File: config.mk
export PLATFORM = sky130hd
export DESIGN_NAME = ibsr_port
export DESIGN_NICKNAME = d
export VERILOG_FILES = /design/src/hw/ibsr_pkg.sv /design/src/hw/ibsr_port.sv
export SDC_FILE = /design/constraint.sdc
export NUM_CORES = 1
export LEC_CHECK = 0
export ABC_CLOCK_PERIOD_IN_PS = 2600
export BUFFER_PORTS_ARGS = -buffer_cell sky130_fd_sc_hd__buf_2
export CORE_UTILIZATION = 52
export CTS_CLUSTER_SIZE = 30
export DETAILED_ROUTE_END_ITERATION = 7
export GPL_TIMING_DRIVEN = 0
export PLACE_DENSITY = 0.8
export SYNTH_ARGS = -nofsm -noshare
export SYNTH_HDL_FRONTEND = slang
export SYNTH_SLANG_ARGS = --single-unit
File: constraint.sdc
create_clock -name clk -period 2.6 [get_ports clk]
set_clock_uncertainty 0.05 [all_clocks]
set_input_delay 0.65 -clock clk [delete_from_list [all_inputs] [get_ports clk]]
set_output_delay 0.65 -clock clk [all_outputs]
set_load 0.05 [all_outputs]
File: src/hw/ibsr_pkg.sv
package ibsr_pkg;

  // ****************************************
  // Register map
  // ****************************************
  localparam logic [7:0] REG_CTRL = 8'h00;
  localparam logic [7:0] REG_STB = 8'h04;
  localparam logic [7:0] REG_TX = 8'h08;
  localparam logic [7:0] REG_RX = 8'h0C;
  localparam logic [7:0] REG_FLAGS = 8'h10;
  localparam logic [7:0] REG_CMD = 8'h14;

  localparam int CTRL_PON_BIT = 5;
  localparam int TX_EOI_BIT = 8;
  localparam int CMD_CLEAR_BIT = 0;
  localparam int FLAGS_RANGE_BIT = 6;
  localparam int RQS_BIT = 6;

  // ****************************************
  // Address limits
  // ****************************************
  localparam logic [4:0] MAX_ADDR = 5'h1E;
  localparam logic [4:0] PP_DEFAULT_MAX = 5'h07;

  // ****************************************
  // Bus command bytes, low seven bits
  // ****************************************
  localparam logic [6:0] CMD_GTL = 7'h01;
  localparam logic [6:0] CMD_SDC = 7'h04;
  localparam logic [6:0] CMD_PPC = 7'h05;
  localparam logic [6:0] CMD_LLO = 7'h11;
  localparam logic [6:0] CMD_DCL = 7'h14;
  localparam logic [6:0] CMD_PPU = 7'h15;
  localparam logic [6:0] CMD_SPE = 7'h18;
  localparam logic [6:0] CMD_SPD = 7'h19;
  localparam logic [6:0] CMD_UNL = 7'h3F;
  localparam logic [6:0] CMD_UNT = 7'h5F;
  localparam logic [1:0] GRP_LISTEN = 2'h1;
  localparam logic [1:0] GRP_TALK = 2'h2;
  localparam logic [1:0] GRP_SECONDARY = 2'h3;
  localparam logic [2:0] GRP_PPE = 3'h6;
  localparam logic [2:0] GRP_PPD = 3'h7;

  // ****************************************
  // Types
  // ****************************************
  typedef enum logic [1:0] {
    AH_READY = 2'b01,
    AH_DONE = 2'b10
  } ibsr_ah_t;

  typedef enum logic [2:0] {
    SH_IDLE = 3'b001,
    SH_WAIT_RFD = 3'b010,
    SH_WAIT_ACC = 3'b100
  } ibsr_sh_t;

  // Bus lines seen by the device, 1 = line asserted
  typedef struct packed {
    logic atn;
    logic ifc;
    logic ren;
    logic eoi;
    logic dav;
    logic nrfd;
    logic ndac;
    logic [7:0] dio;
  } ibsr_bus_in_t;

  // Open-drain style drive, 1 = assert line, oe high while driving
  typedef struct packed {
    logic [7:0] dio_o;
    logic [7:0] dio_oe;
    logic dav_o;
    logic dav_oe;
    logic nrfd_o;
    logic nrfd_oe;
    logic ndac_o;
    logic ndac_oe;
    logic eoi_o;
    logic eoi_oe;
    logic srq_o;
    logic srq_oe;
  } ibsr_bus_out_t;

  typedef struct packed {
    logic wr;
    logic rd;
    logic [7:0] addr;
    logic [15:0] wdata;
  } ibsr_reg_req_t;

endpackage

File: src/hw/ibsr_port.sv
// How it works
// - Handshake source/acceptor, talker, listener, service request, remote/local, poll, clear.
// - Address lamp lit while addressed to listen or to talk.
// - SRQ line asserted while a service request is pending.
// - Output faults, programming error or power-on raise a service request.
// - Completed serial poll withdraws request and lamp, cause notwithstanding.
// - Supply clear command also withdraws a pending request.
// - In remote, panel setting changes refused; return-to-local key still works unless locked out.
// - While remote and busy accepting, panel local attempt refused.
// - Local lockout comes only from bus; then panel programming blocked.
// - Local/remote transitions never touch programmed settings.
// - Parallel poll bit follows the request bit, status bit 6.
// - Parallel poll leaves the request bit alone.
// - Unconfigured, address 0..7 answers 1 on data line address+1.
// - Unconfigured, address 8 or above gives no parallel poll answer.
// - Controller may configure any line and sense for the answer.
// - Serial poll drives the eight-bit status byte on the data lines.
// - Addressed and unaddressed device clear act as supply clear.
// - Addresses 0..30 accepted; others written flag a range error, others loaded from storage become 30.
// - Power-on request, if enabled, raised at power-up or power restore.
// - Address and power-on enable kept in non-volatile storage.
module ibsr_port
  import ibsr_pkg::*;
#(
  parameter int N_OUTPUTS = 4
) (
  input wire logic clk,
  input wire logic sys_rst,
  input wire ibsr_bus_in_t bus_in,
  output ibsr_bus_out_t bus_out,
  input wire ibsr_reg_req_t reg_req,
  output logic [15:0] rd_data,
  input wire logic [N_OUTPUTS-1:0] fault_evt,
  input wire logic prog_error,
  input wire logic power_restore,
  input wire logic return_to_local_key,
  input wire logic panel_change_req,
  output logic panel_change_ok,
  input wire logic [4:0] nv_load_addr,
  input wire logic nv_load_pon,
  output logic nv_store,
  output logic [4:0] nv_store_addr,
  output logic nv_store_pon,
  output logic device_clear,
  output logic addr_lamp,
  output logic srq_lamp,
  output logic remote_lamp
);

  // ****************************************
  // State
  // ****************************************
  typedef struct packed {
    logic loaded;
    logic [4:0] addr;
    logic power_on_request_enable;
    logic listen;
    logic talk;
    logic spmode;
    logic remote;
    logic lockout;
    logic rqs;
    logic [6:0] stb_cause;
    logic pp_pending;
    logic pp_cfg;
    logic pp_en;
    logic pp_sense;
    logic [2:0] pp_line;
    ibsr_ah_t ah;
    ibsr_sh_t sh;
    logic [7:0] rx_data;
    logic rx_full;
    logic [7:0] tx_data;
    logic tx_eoi;
    logic tx_full;
    logic [7:0] sh_byte;
    logic sh_eoi;
    logic sh_poll;
    logic range_err;
    logic clr_pulse;
    logic nv_pulse;
    logic [15:0] rd_data;
  } ibsr_state_t;

  ibsr_state_t s;
  ibsr_state_t next_s;

  logic [7:0] stb;
  logic participate;
  logic nrfd_hold;
  logic pp_active;
  logic pp_enable;
  logic pp_sense;
  logic [2:0] pp_line;
  logic [7:0] pp_mask;

  assign stb = {s.stb_cause[6], s.rqs, s.stb_cause[5:0]};

  // ****************************************
  // Next state
  // ****************************************
  always_comb begin
    logic [6:0] cmd;
    logic withdraw;
    logic raise;
    logic accepted;
    logic clear_cmd;
    cmd = bus_in.dio[6:0];
    withdraw = 1'b0;
    raise = 1'b0;
    accepted = 1'b0;
    clear_cmd = 1'b0;
    next_s = s;
    next_s.clr_pulse = 1'b0;
    next_s.nv_pulse = 1'b0;
    next_s.rd_data = '0;

    // Straps are caught on the first clocked cycle after reset release
    if (!s.loaded) begin
      next_s.loaded = 1'b1;
      next_s.addr = (nv_load_addr > MAX_ADDR) ? MAX_ADDR : nv_load_addr;
      next_s.power_on_request_enable = nv_load_pon;
      raise = nv_load_pon;
    end
    if (power_restore && s.power_on_request_enable) begin
      raise = 1'b1;
    end
    if ((|fault_evt) || prog_error) begin
      raise = 1'b1;
    end

    // Acceptor handshake
    unique case (s.ah)
      AH_READY: begin
        if (participate && !nrfd_hold && bus_in.dav) begin
          accepted = 1'b1;
          next_s.ah = AH_DONE;
        end
      end
      AH_DONE: begin
        if (!bus_in.dav) begin
          next_s.ah = AH_READY;
        end
      end
    endcase

    if (accepted && bus_in.atn) begin
      if (cmd[6:5] != GRP_SECONDARY) begin
        next_s.pp_pending = 1'b0;
      end
      if (cmd == {GRP_LISTEN, s.addr}) begin
        next_s.listen = 1'b1;
        if (bus_in.ren) begin
          next_s.remote = 1'b1;
        end
      end else if (cmd == CMD_UNL) begin
        next_s.listen = 1'b0;
      end
      if (cmd == {GRP_TALK, s.addr}) begin
        next_s.talk = 1'b1;
      end else if (cmd[6:5] == GRP_TALK) begin
        next_s.talk = 1'b0;
      end
      if (cmd == CMD_SPE) begin
        next_s.spmode = 1'b1;
      end
      if (cmd == CMD_SPD) begin
        next_s.spmode = 1'b0;
      end
      if (cmd == CMD_DCL || (cmd == CMD_SDC && s.listen)) begin
        clear_cmd = 1'b1;
      end
      if (cmd == CMD_LLO) begin
        next_s.lockout = 1'b1;
      end
      if (cmd == CMD_GTL && s.listen) begin
        next_s.remote = 1'b0;
      end
      if (cmd == CMD_PPC && s.listen) begin
        next_s.pp_pending = 1'b1;
      end
      if (cmd == CMD_PPU) begin
        next_s.pp_cfg = 1'b0;
      end
      if (s.pp_pending && cmd[6:4] == GRP_PPE) begin
        next_s.pp_cfg = 1'b1;
        next_s.pp_en = 1'b1;
        next_s.pp_sense = cmd[3];
        next_s.pp_line = cmd[2:0];
      end
      if (s.pp_pending && cmd[6:4] == GRP_PPD) begin
        next_s.pp_cfg = 1'b1;
        next_s.pp_en = 1'b0;
      end
    end else if (accepted && s.listen) begin
      next_s.rx_data = bus_in.dio;
      next_s.rx_full = 1'b1;
    end

    // Source handshake; data byte or, in serial poll, the status byte
    unique case (s.sh)
      SH_IDLE: begin
        if (s.talk && !bus_in.atn && (s.spmode || s.tx_full)) begin
          next_s.sh_byte = s.spmode ? stb : s.tx_data;
          next_s.sh_eoi = !s.spmode && s.tx_eoi;
          next_s.sh_poll = s.spmode;
          next_s.sh = SH_WAIT_RFD;
        end
      end
      SH_WAIT_RFD: begin
        if (bus_in.atn) begin
          next_s.sh = SH_IDLE;
        end else if (!bus_in.nrfd) begin
          next_s.sh = SH_WAIT_ACC;
        end
      end
      SH_WAIT_ACC: begin
        if (bus_in.atn) begin
          next_s.sh = SH_IDLE;
        end else if (!bus_in.ndac) begin
          next_s.sh = SH_IDLE;
          if (s.sh_poll) begin
            withdraw = 1'b1;
          end else begin
            next_s.tx_full = 1'b0;
          end
        end
      end
      default: begin
        next_s.sh = SH_IDLE;
      end
    endcase

    // Return-to-local key, unless locked out or mid-transfer
    if (return_to_local_key && !s.lockout) begin
      if (!(s.listen && (s.ah == AH_DONE || s.rx_full))) begin
        next_s.remote = 1'b0;
      end
    end

    // Register port
    if (reg_req.wr) begin
      unique case (reg_req.addr)
        REG_CTRL: begin
          if (reg_req.wdata[4:0] > MAX_ADDR) begin
            next_s.range_err = 1'b1;
          end else begin
            next_s.addr = reg_req.wdata[4:0];
          end
          next_s.power_on_request_enable = reg_req.wdata[CTRL_PON_BIT];
          next_s.nv_pulse = 1'b1;
        end
        REG_STB: begin
          next_s.stb_cause = {reg_req.wdata[7], reg_req.wdata[5:0]};
        end
        REG_TX: begin
          if (!s.tx_full) begin
            next_s.tx_data = reg_req.wdata[7:0];
            next_s.tx_eoi = reg_req.wdata[TX_EOI_BIT];
            next_s.tx_full = 1'b1;
          end
        end
        REG_FLAGS: begin
          if (reg_req.wdata[FLAGS_RANGE_BIT]) begin
            next_s.range_err = 1'b0;
          end
        end
        REG_CMD: begin
          if (reg_req.wdata[CMD_CLEAR_BIT]) begin
            clear_cmd = 1'b1;
          end
        end
        default: begin
        end
      endcase
    end
    if (reg_req.rd) begin
      unique case (reg_req.addr)
        REG_CTRL: next_s.rd_data = {10'h000, s.power_on_request_enable, s.addr};
        REG_STB: next_s.rd_data = {8'h00, stb};
        REG_RX: begin
          next_s.rd_data = {8'h00, s.rx_data};
          // A byte landing in this very cycle is kept for the next read
          next_s.rx_full = next_s.rx_full && !s.rx_full;
        end
        REG_FLAGS: next_s.rd_data = {9'h000, s.range_err, s.tx_full, s.rx_full,
                                      s.lockout, s.remote, s.talk, s.listen};
        default: next_s.rd_data = '0;
      endcase
    end

    if (clear_cmd) begin
      withdraw = 1'b1;
      next_s.clr_pulse = 1'b1;
    end

    // Request flag: a new cause wins over a clear in the same cycle
    if (withdraw) begin
      next_s.rqs = 1'b0;
    end
    if (raise) begin
      next_s.rqs = 1'b1;
    end

    // Dropping remote enable ends remote and lockout; interface clear unaddresses
    if (!bus_in.ren) begin
      next_s.remote = 1'b0;
      next_s.lockout = 1'b0;
    end
    if (bus_in.ifc) begin
      next_s.listen = 1'b0;
      next_s.talk = 1'b0;
      next_s.spmode = 1'b0;
      next_s.pp_pending = 1'b0;
      next_s.sh = SH_IDLE;
    end
  end

  always_ff @(posedge clk) begin
    if (sys_rst) begin
      s <= '{ah: AH_READY, sh: SH_IDLE, default: '0};
    end else begin
      s <= next_s;
    end
  end

  // ****************************************
  // Bus drive
  // ****************************************
  assign participate = (bus_in.atn || s.listen) && s.loaded;
  // Data bytes are held off while software has not read the last one
  assign nrfd_hold = !bus_in.atn && s.rx_full;

  // Parallel poll: identify with ATN and EOI together
  assign pp_active = bus_in.atn && bus_in.eoi;
  assign pp_enable = s.pp_cfg ? s.pp_en : (s.addr <= PP_DEFAULT_MAX);
  assign pp_sense = s.pp_cfg ? s.pp_sense : 1'b1;
  assign pp_line = s.pp_cfg ? s.pp_line : s.addr[2:0];

  // Only reads the request bit, never changes it
  generate
    for (genvar i = 0; i < 8; i++) begin : g_pp
      assign pp_mask[i] = pp_active && pp_enable && (pp_line == 3'(i))
                          && (s.rqs == pp_sense);
    end
  endgenerate

  always_comb begin
    bus_out = '0;
    if (s.sh != SH_IDLE) begin
      bus_out.dio_o = s.sh_byte;
      bus_out.dio_oe = 8'hFF;
      bus_out.eoi_o = s.sh_eoi;
      bus_out.eoi_oe = s.sh_eoi;
    end else if (pp_active) begin
      bus_out.dio_o = pp_mask;
      bus_out.dio_oe = pp_mask;
    end
    bus_out.dav_o = (s.sh == SH_WAIT_ACC);
    bus_out.dav_oe = (s.sh == SH_WAIT_ACC);
    bus_out.nrfd_o = participate && (s.ah == AH_DONE || nrfd_hold);
    bus_out.nrfd_oe = bus_out.nrfd_o;
    bus_out.ndac_o = participate && (s.ah == AH_READY);
    bus_out.ndac_oe = bus_out.ndac_o;
    bus_out.srq_o = s.rqs;
    bus_out.srq_oe = s.rqs;
  end

  // ****************************************
  // Front panel and side outputs
  // ****************************************
  assign panel_change_ok = panel_change_req && !s.remote && !s.lockout;
  assign addr_lamp = s.listen || s.talk;
  assign srq_lamp = s.rqs;
  assign remote_lamp = s.remote;
  assign device_clear = s.clr_pulse;
  assign nv_store = s.nv_pulse;
  assign nv_store_addr = s.addr;
  assign nv_store_pon = s.power_on_request_enable;
  assign rd_data = s.rd_data;

endmodule

Word-level counts from Yosys, hierarchy flattened
Cells that the tools add are included.
{"block": "op_classes", "mux": 73, "n_reduce_logical": 83, "eq_ne": 41, "bitwise": 5, "n_lt_le_gt_ge": 3}
{"op": "two-way mux 1 bit", "n": 49}
{"op": "logical AND 1 bit", "n": 40}
{"op": "equality test 7 x 5 -> 1 bit (second input constant)", "n": 5}
{"op": "two-way mux 16 bit", "n": 2}
{"op": "one-hot mux 8 bit (4 select lines)", "n": 1}
{"op": "two-way mux 6 bit", "n": 4}
{"op": "AND reduction 2 bit", "n": 12}
{"op": "equality test 3 bit (second input constant)", "n": 7}
{"op": "two-way mux 3 bit", "n": 6}
{"op": "equality test 8 x 4 -> 1 bit (second input constant)", "n": 2}
{"op": "equality test 8 x 5 -> 1 bit (second input constant)", "n": 2}
{"op": "equality test 7 x 3 -> 1 bit (second input constant)", "n": 2}
{"op": "nonzero test 2 bit", "n": 7}
{"op": "inequality test 2 bit (second input constant)", "n": 6}
{"op": "greater-than comparator 5 bit (second input constant)", "n": 2}
{"op": "two-way mux 2 bit", "n": 5}
{"op": "two-way mux 5 bit", "n": 2}
{"op": "equality test 3 x 2 -> 1 bit (second input constant)", "n": 3}
{"op": "one-hot mux 3 bit (3 select lines)", "n": 1}
{"op": "equality test 8 x 3 -> 1 bit (second input constant)", "n": 1}
{"op": "zero test 8 bit", "n": 1}
{"op": "two-way mux 8 bit", "n": 1}
{"op": "OR reduction 2 bit", "n": 4}
{"op": "equality test 7 x 1 -> 1 bit (second input constant)", "n": 1}
{"op": "other kinds (20)", "n": 39}
{"block": "totals", "word_cells": 234, "reg_bits": 80, "input_bits": 57, "output_inout_bits": 54}

Depth between registers and ports, before layout
{"block": "logic_depth", "ltp_word": 15, "mapped_depth": 6, "ltp_nobuf": 4}

Worst setup path after synthesis
OpenSTA, ideal clock, no wires.
{"block": "synth_path", "path_type": "register -> output", "start": "register s (netlist bit srq_lamp)", "end": "output port bus_out[19] (netlist bit)", "t_required_ns": 1.900, "slack_ns": -1.082, "path_stages_with_launch": 5, "t_arrival_ns": 2.982, "path_buffers": 0, "cell_sequence": "dfxtp_1 > xor2_1 > o32ai_1 > nand2_1 > o41ai_1"}
{"element": "start: declaration", "line_no": "ibsr_port.sv:85", "text": "ibsr_state_t s;"}
{"element": "start signal: assignment", "line_no": "ibsr_port.sv:323", "text": "s <= next_s;"}
{"element": "end: declaration", "line_no": "ibsr_port.sv:30", "text": "output ibsr_bus_out_t bus_out,"}

==> summary.log <==
[route] via count 3,821
[hold_path] count of cells along the worst hold path 2
[route] vias per inst 5.825
[critical_path] maximum fanout along the worst path 8
[floorplan] standard-cell rows 30
[power_and_ir_drop] worst vdd ir 0.4107 mV
[cts] maximum clock insertion buffer count 2
[yosys] Syn Inst Count 441
[cts] number of buffers created by CTS 9
[cts] buffer cell driving the clock tree root clkbuf_8
[critical_path] ordered list of cells on the worst path or3_4, a21oi_4, nand2_4, o31ai_4, buf_6
[power_and_ir_drop] internal power 1.593 mW
[critical_path] category of cells accounting for the largest share of critical-path delay simple AND/OR/NAND/NOR gates
[outcome] run status finished, violations left
[critical_path] number of cells on the worst reg-to-reg path 6
[floorplan] total core area 6982 um^2
[yosys] share of flip-flops with an asynchronous set or reset 0%
[hold_path] Min-Delay Startpoint s[20]
[timing] setup TNS -155.5 ps
[cts] number of sinks driven by the clock tree 72
[finish] most frequent cells in the layout buf_2, dfxtp_1, nor2_1
[timing] Slew HR 45.49%
[critical_path] total stage count of the critical path 5
[grt] number of global-route vias before repair 3,502
[floorplan] Die X-Extent 88.03 um
[grt] maximum number of pins on one net before global-route repair 16
[critical_path] Worst Setup Start Kind flip-flop
[yosys] number of warnings reported in the yosys synthesis log 0
[yosys] distinct cell type count after synthesis 60
[place] final weighted congestion in routability-driven placement 0.9104
[finish] leading cell type in the layout, fill and taps excluded buf_2
[critical_path] reg2reg setup slack 470 ps
[route] post-route ant nets 0
[timing] PnR worst setup slack -47.69 ps
[critical_path] CP endpoint kind primary output
[timing] number of hold-slack violations in the final timing report 0
[finish] area taken by flip-flops and latches 1459 um^2
[critical_path] Critical Path Max Stage Delay 370 ps
[power_and_ir_drop] Total Power 2.331 mW
[route] Routed WL per cell 17.90 um
[yosys] share of the yosys chip area belonging to registers 37.45%
[yosys] leading register cell type out of synthesis dfxtp_1
[place] count of buffers inserted at the top-level ports 91
[finish] fraction of layout instances using a drive strength above 1 36.96%
[grt] GRT Resource Usage Total 30.91%
[cts] clock insertion delay at the later pin of the skew report 360 ps
[critical_path] terminus of the critical flop-to-flop path s[19]
[floorplan] initial core utilization 55.13%
[cts] clock slew at reported path FFs 90 ps
[finish] signed area change from the synthesized netlist to the final layout 32.09%
[yosys] Mapped Avg Cell Area 8.727 um^2
[timing] unrepaired setup endpoints after global routing true
[yosys] number of synthesized flops with an enable pin 0
[power_and_ir_drop] part of the power in registers 48.5%
[timing] Fmax 377.7 MHz
[critical_path] critical-path cell with the highest stage delay or3_4
[critical_path] startpoint of the worst-slack reg-to-reg timing path s[50]
[power_and_ir_drop] share of total power in the clock network 36.5%
[critical_path] Crit path required time 1900 ps
[critical_path] WS Path Type flip-flop to primary output
[floorplan] Die Footprint 7749 um^2
[power_and_ir_drop] net switching power 0.7382 mW
[timing] total of endpoints with negative setup slack in the final report 6
[finish] combined area of the multi-input logic cells 2342 um^2
[floorplan] Vert. Die Dim 88.03 um
[grt] wire length of the first global-routing pass 17,930 um
[power_and_ir_drop] power density over the cells 458.6 nW/um^2
[place] detailed-placement wirelength estimate 8761 um
[yosys] FF+latch count, synth 72
[finish] antenna diode instance count 0
[critical_path] number of buffer and inverter stages on the critical path 1
[timing] worst slew pin tran 814.0 ps
[grt] number of antenna violations at the first check in global routing 0
[power_and_ir_drop] net switching share of the total power 31.67%
[route] number of iterations in the first detailed-routing pass 5
[timing] Max Transition Viols Final 0
[power_and_ir_drop] part of the power in combinational logic 15.0%
[power_and_ir_drop] Leakage Power 2.133 nW
[grt] total congestion overflow 0
[finish] net count reported at finish 612
[floorplan] number of top-level pins 111
[route] iteration-0 DRC count of the detailed router 240
[finish] utilization after layout 72.81%
[finish] fill cell instance count of the final layout 526
[route] remaining design rule violation count 0
[hold_path] endpoint with the worst hold slack s[20]
[cts] maximum level of the CTS H-tree 3
[outcome] failing checks negative setup slack
[cts] total of hold buffers inserted after clock tree synthesis 0
[hold_path] path category of the worst min-delay check flip-flop to flip-flop
[timing] period utilisation layout 101.8%
[job] max-cap violations 0
[timing] final worst path period need 2648 ps
[yosys] total standard cell area after synthesis 3849 um^2
[cts] clock tree from TritonCTS built
[route] Post-Route WL 11,750 um
[critical_path] arrival time at the worst endpoint 1950 ps
layer usage:
metal | track usage (%) | vias up | share of wire, %
met1 | 38.57 | 1792 | 42
met4 | 11.00 | 0 | 2.1
met2 | 53.21 | 191 | 48
met3 | 5.938 | 25 | 7.9
met5 | 0 | - | 0
li1 | - | 1813 | -
layout make-up:
type                    instances  area share [%]
plain buffers                  51           6.596
well taps                      96           2.363
inverters                      12          0.8860
flip-flops and latches         72           28.70
clock buffers                   9           2.437
multi-input cells             311           46.07
clock inverters                 7           1.181
repair buffers                 98           11.76
cells in the mapped netlist, types with 5 or more instances:
master | instances | share of area, %
a21oi_1 | 17 | 2.2
inv_1 | 12 | 1.2
nor4b_1 | 5 | 1.1
nor3_1 | 7 | 0.91
nor4_1 | 5 | 0.81
nand3b_1 | 6 | 1.2
nand3_1 | 8 | 1.0
clkbuf_1 | 19 | 1.9
buf_4 | 27 | 5.3
o21ai_0 | 12 | 1.6
nor2_1 | 58 | 5.7
nand2b_1 | 13 | 2.1
a211oi_1 | 9 | 1.8
dfxtp_1 | 72 | 37
o31ai_1 | 8 | 1.6
a221oi_1 | 5 | 1.1
nand2_1 | 24 | 2.3
mux2i_1 | 46 | 12
and3_1 | 5 | 0.81
how the worst max path moves through the flow:
| stage | start | endpoint | slack (ps) |
|---|---|---|---|
| 5_1_grt | nv_store_addr[3] | bus_out[19] | -100 |
| 3_5_place_dp | bus_in[14] | bus_out[19] | -350 |
| 4_1_cts | nv_store_addr[3] | bus_out[21] | -50 |
| 2_1_floorplan | bus_in[14] | bus_out[19] | -130 |
| 6_report | nv_store_addr[3] | bus_out[21] | -50 |
| 3_3_place_gp | bus_in[14] | bus_out[19] | -330 |
state kept, by name, indices dropped and copies added (netlist names):
signal and cells:
s 54, nv_store_pon 1, remote_lamp 1, srq_lamp 1, nv_store_addr 5, rd_data 8
device_clear 1, nv_store 1
cell families after synthesis:
group / count (synthesis) / share of synthesized area [%]
and+or+nand+nor: 171 / 24.97
AOI/OAI and AO/OA: 83 / 15.28
DFF: 72 / 37.45
buffers and inverters: 65 / 9.493
muxes: 47 / 12.26
xor gates and xnor gates: 2 / 0.4552
other: 1 / 0.09744
timing repair:
| action | 4_1_cts | 5_1_grt |
|---|---|---|
| pin swaps | 8 | 5 |
| setup endpoints to repair | 22 | 18 |
| cloned | 0 | 0 |
| resized for setup | 50 | 19 |
| setup buffers | 4 | 3 |
tightest hold or removal path: stages (launching register included):
cell,delay (ps)
dfxtp_1,320
nand2b_1,70
a21oi_1,50
metrics by stage:
stage               hold WS [ps]  cell area, um^2  std cells  setup slack (ps)
global route               450.2             5084        656            -103.3
global placement           414.3             4647        635            -326.9
finish                     426.4             5084        656            -47.69
detailed placement         421.3             4647        635            -347.6
floorplan                  390.9             4071        448            -129.4
CTS                        435.9             5041        654            -50.05
power groups by stage:
| stage | sequential (mW) | combinational (mW) | clock, mW |
|---|---|---|---|
| 2_1_floorplan | 1.16 | 0.218 | 0 |
| 3_3_place_gp | 1.16 | 0.321 | 0 |
| 3_5_place_dp | 1.16 | 0.326 | 0 |
| 4_1_cts | 1.13 | 0.338 | 0.855 |
| 5_1_grt | 1.13 | 0.369 | 0.912 |
| 6_report | 1.13 | 0.350 | 0.850 |
No activity file was read; power rests on OpenSTA's default activity.
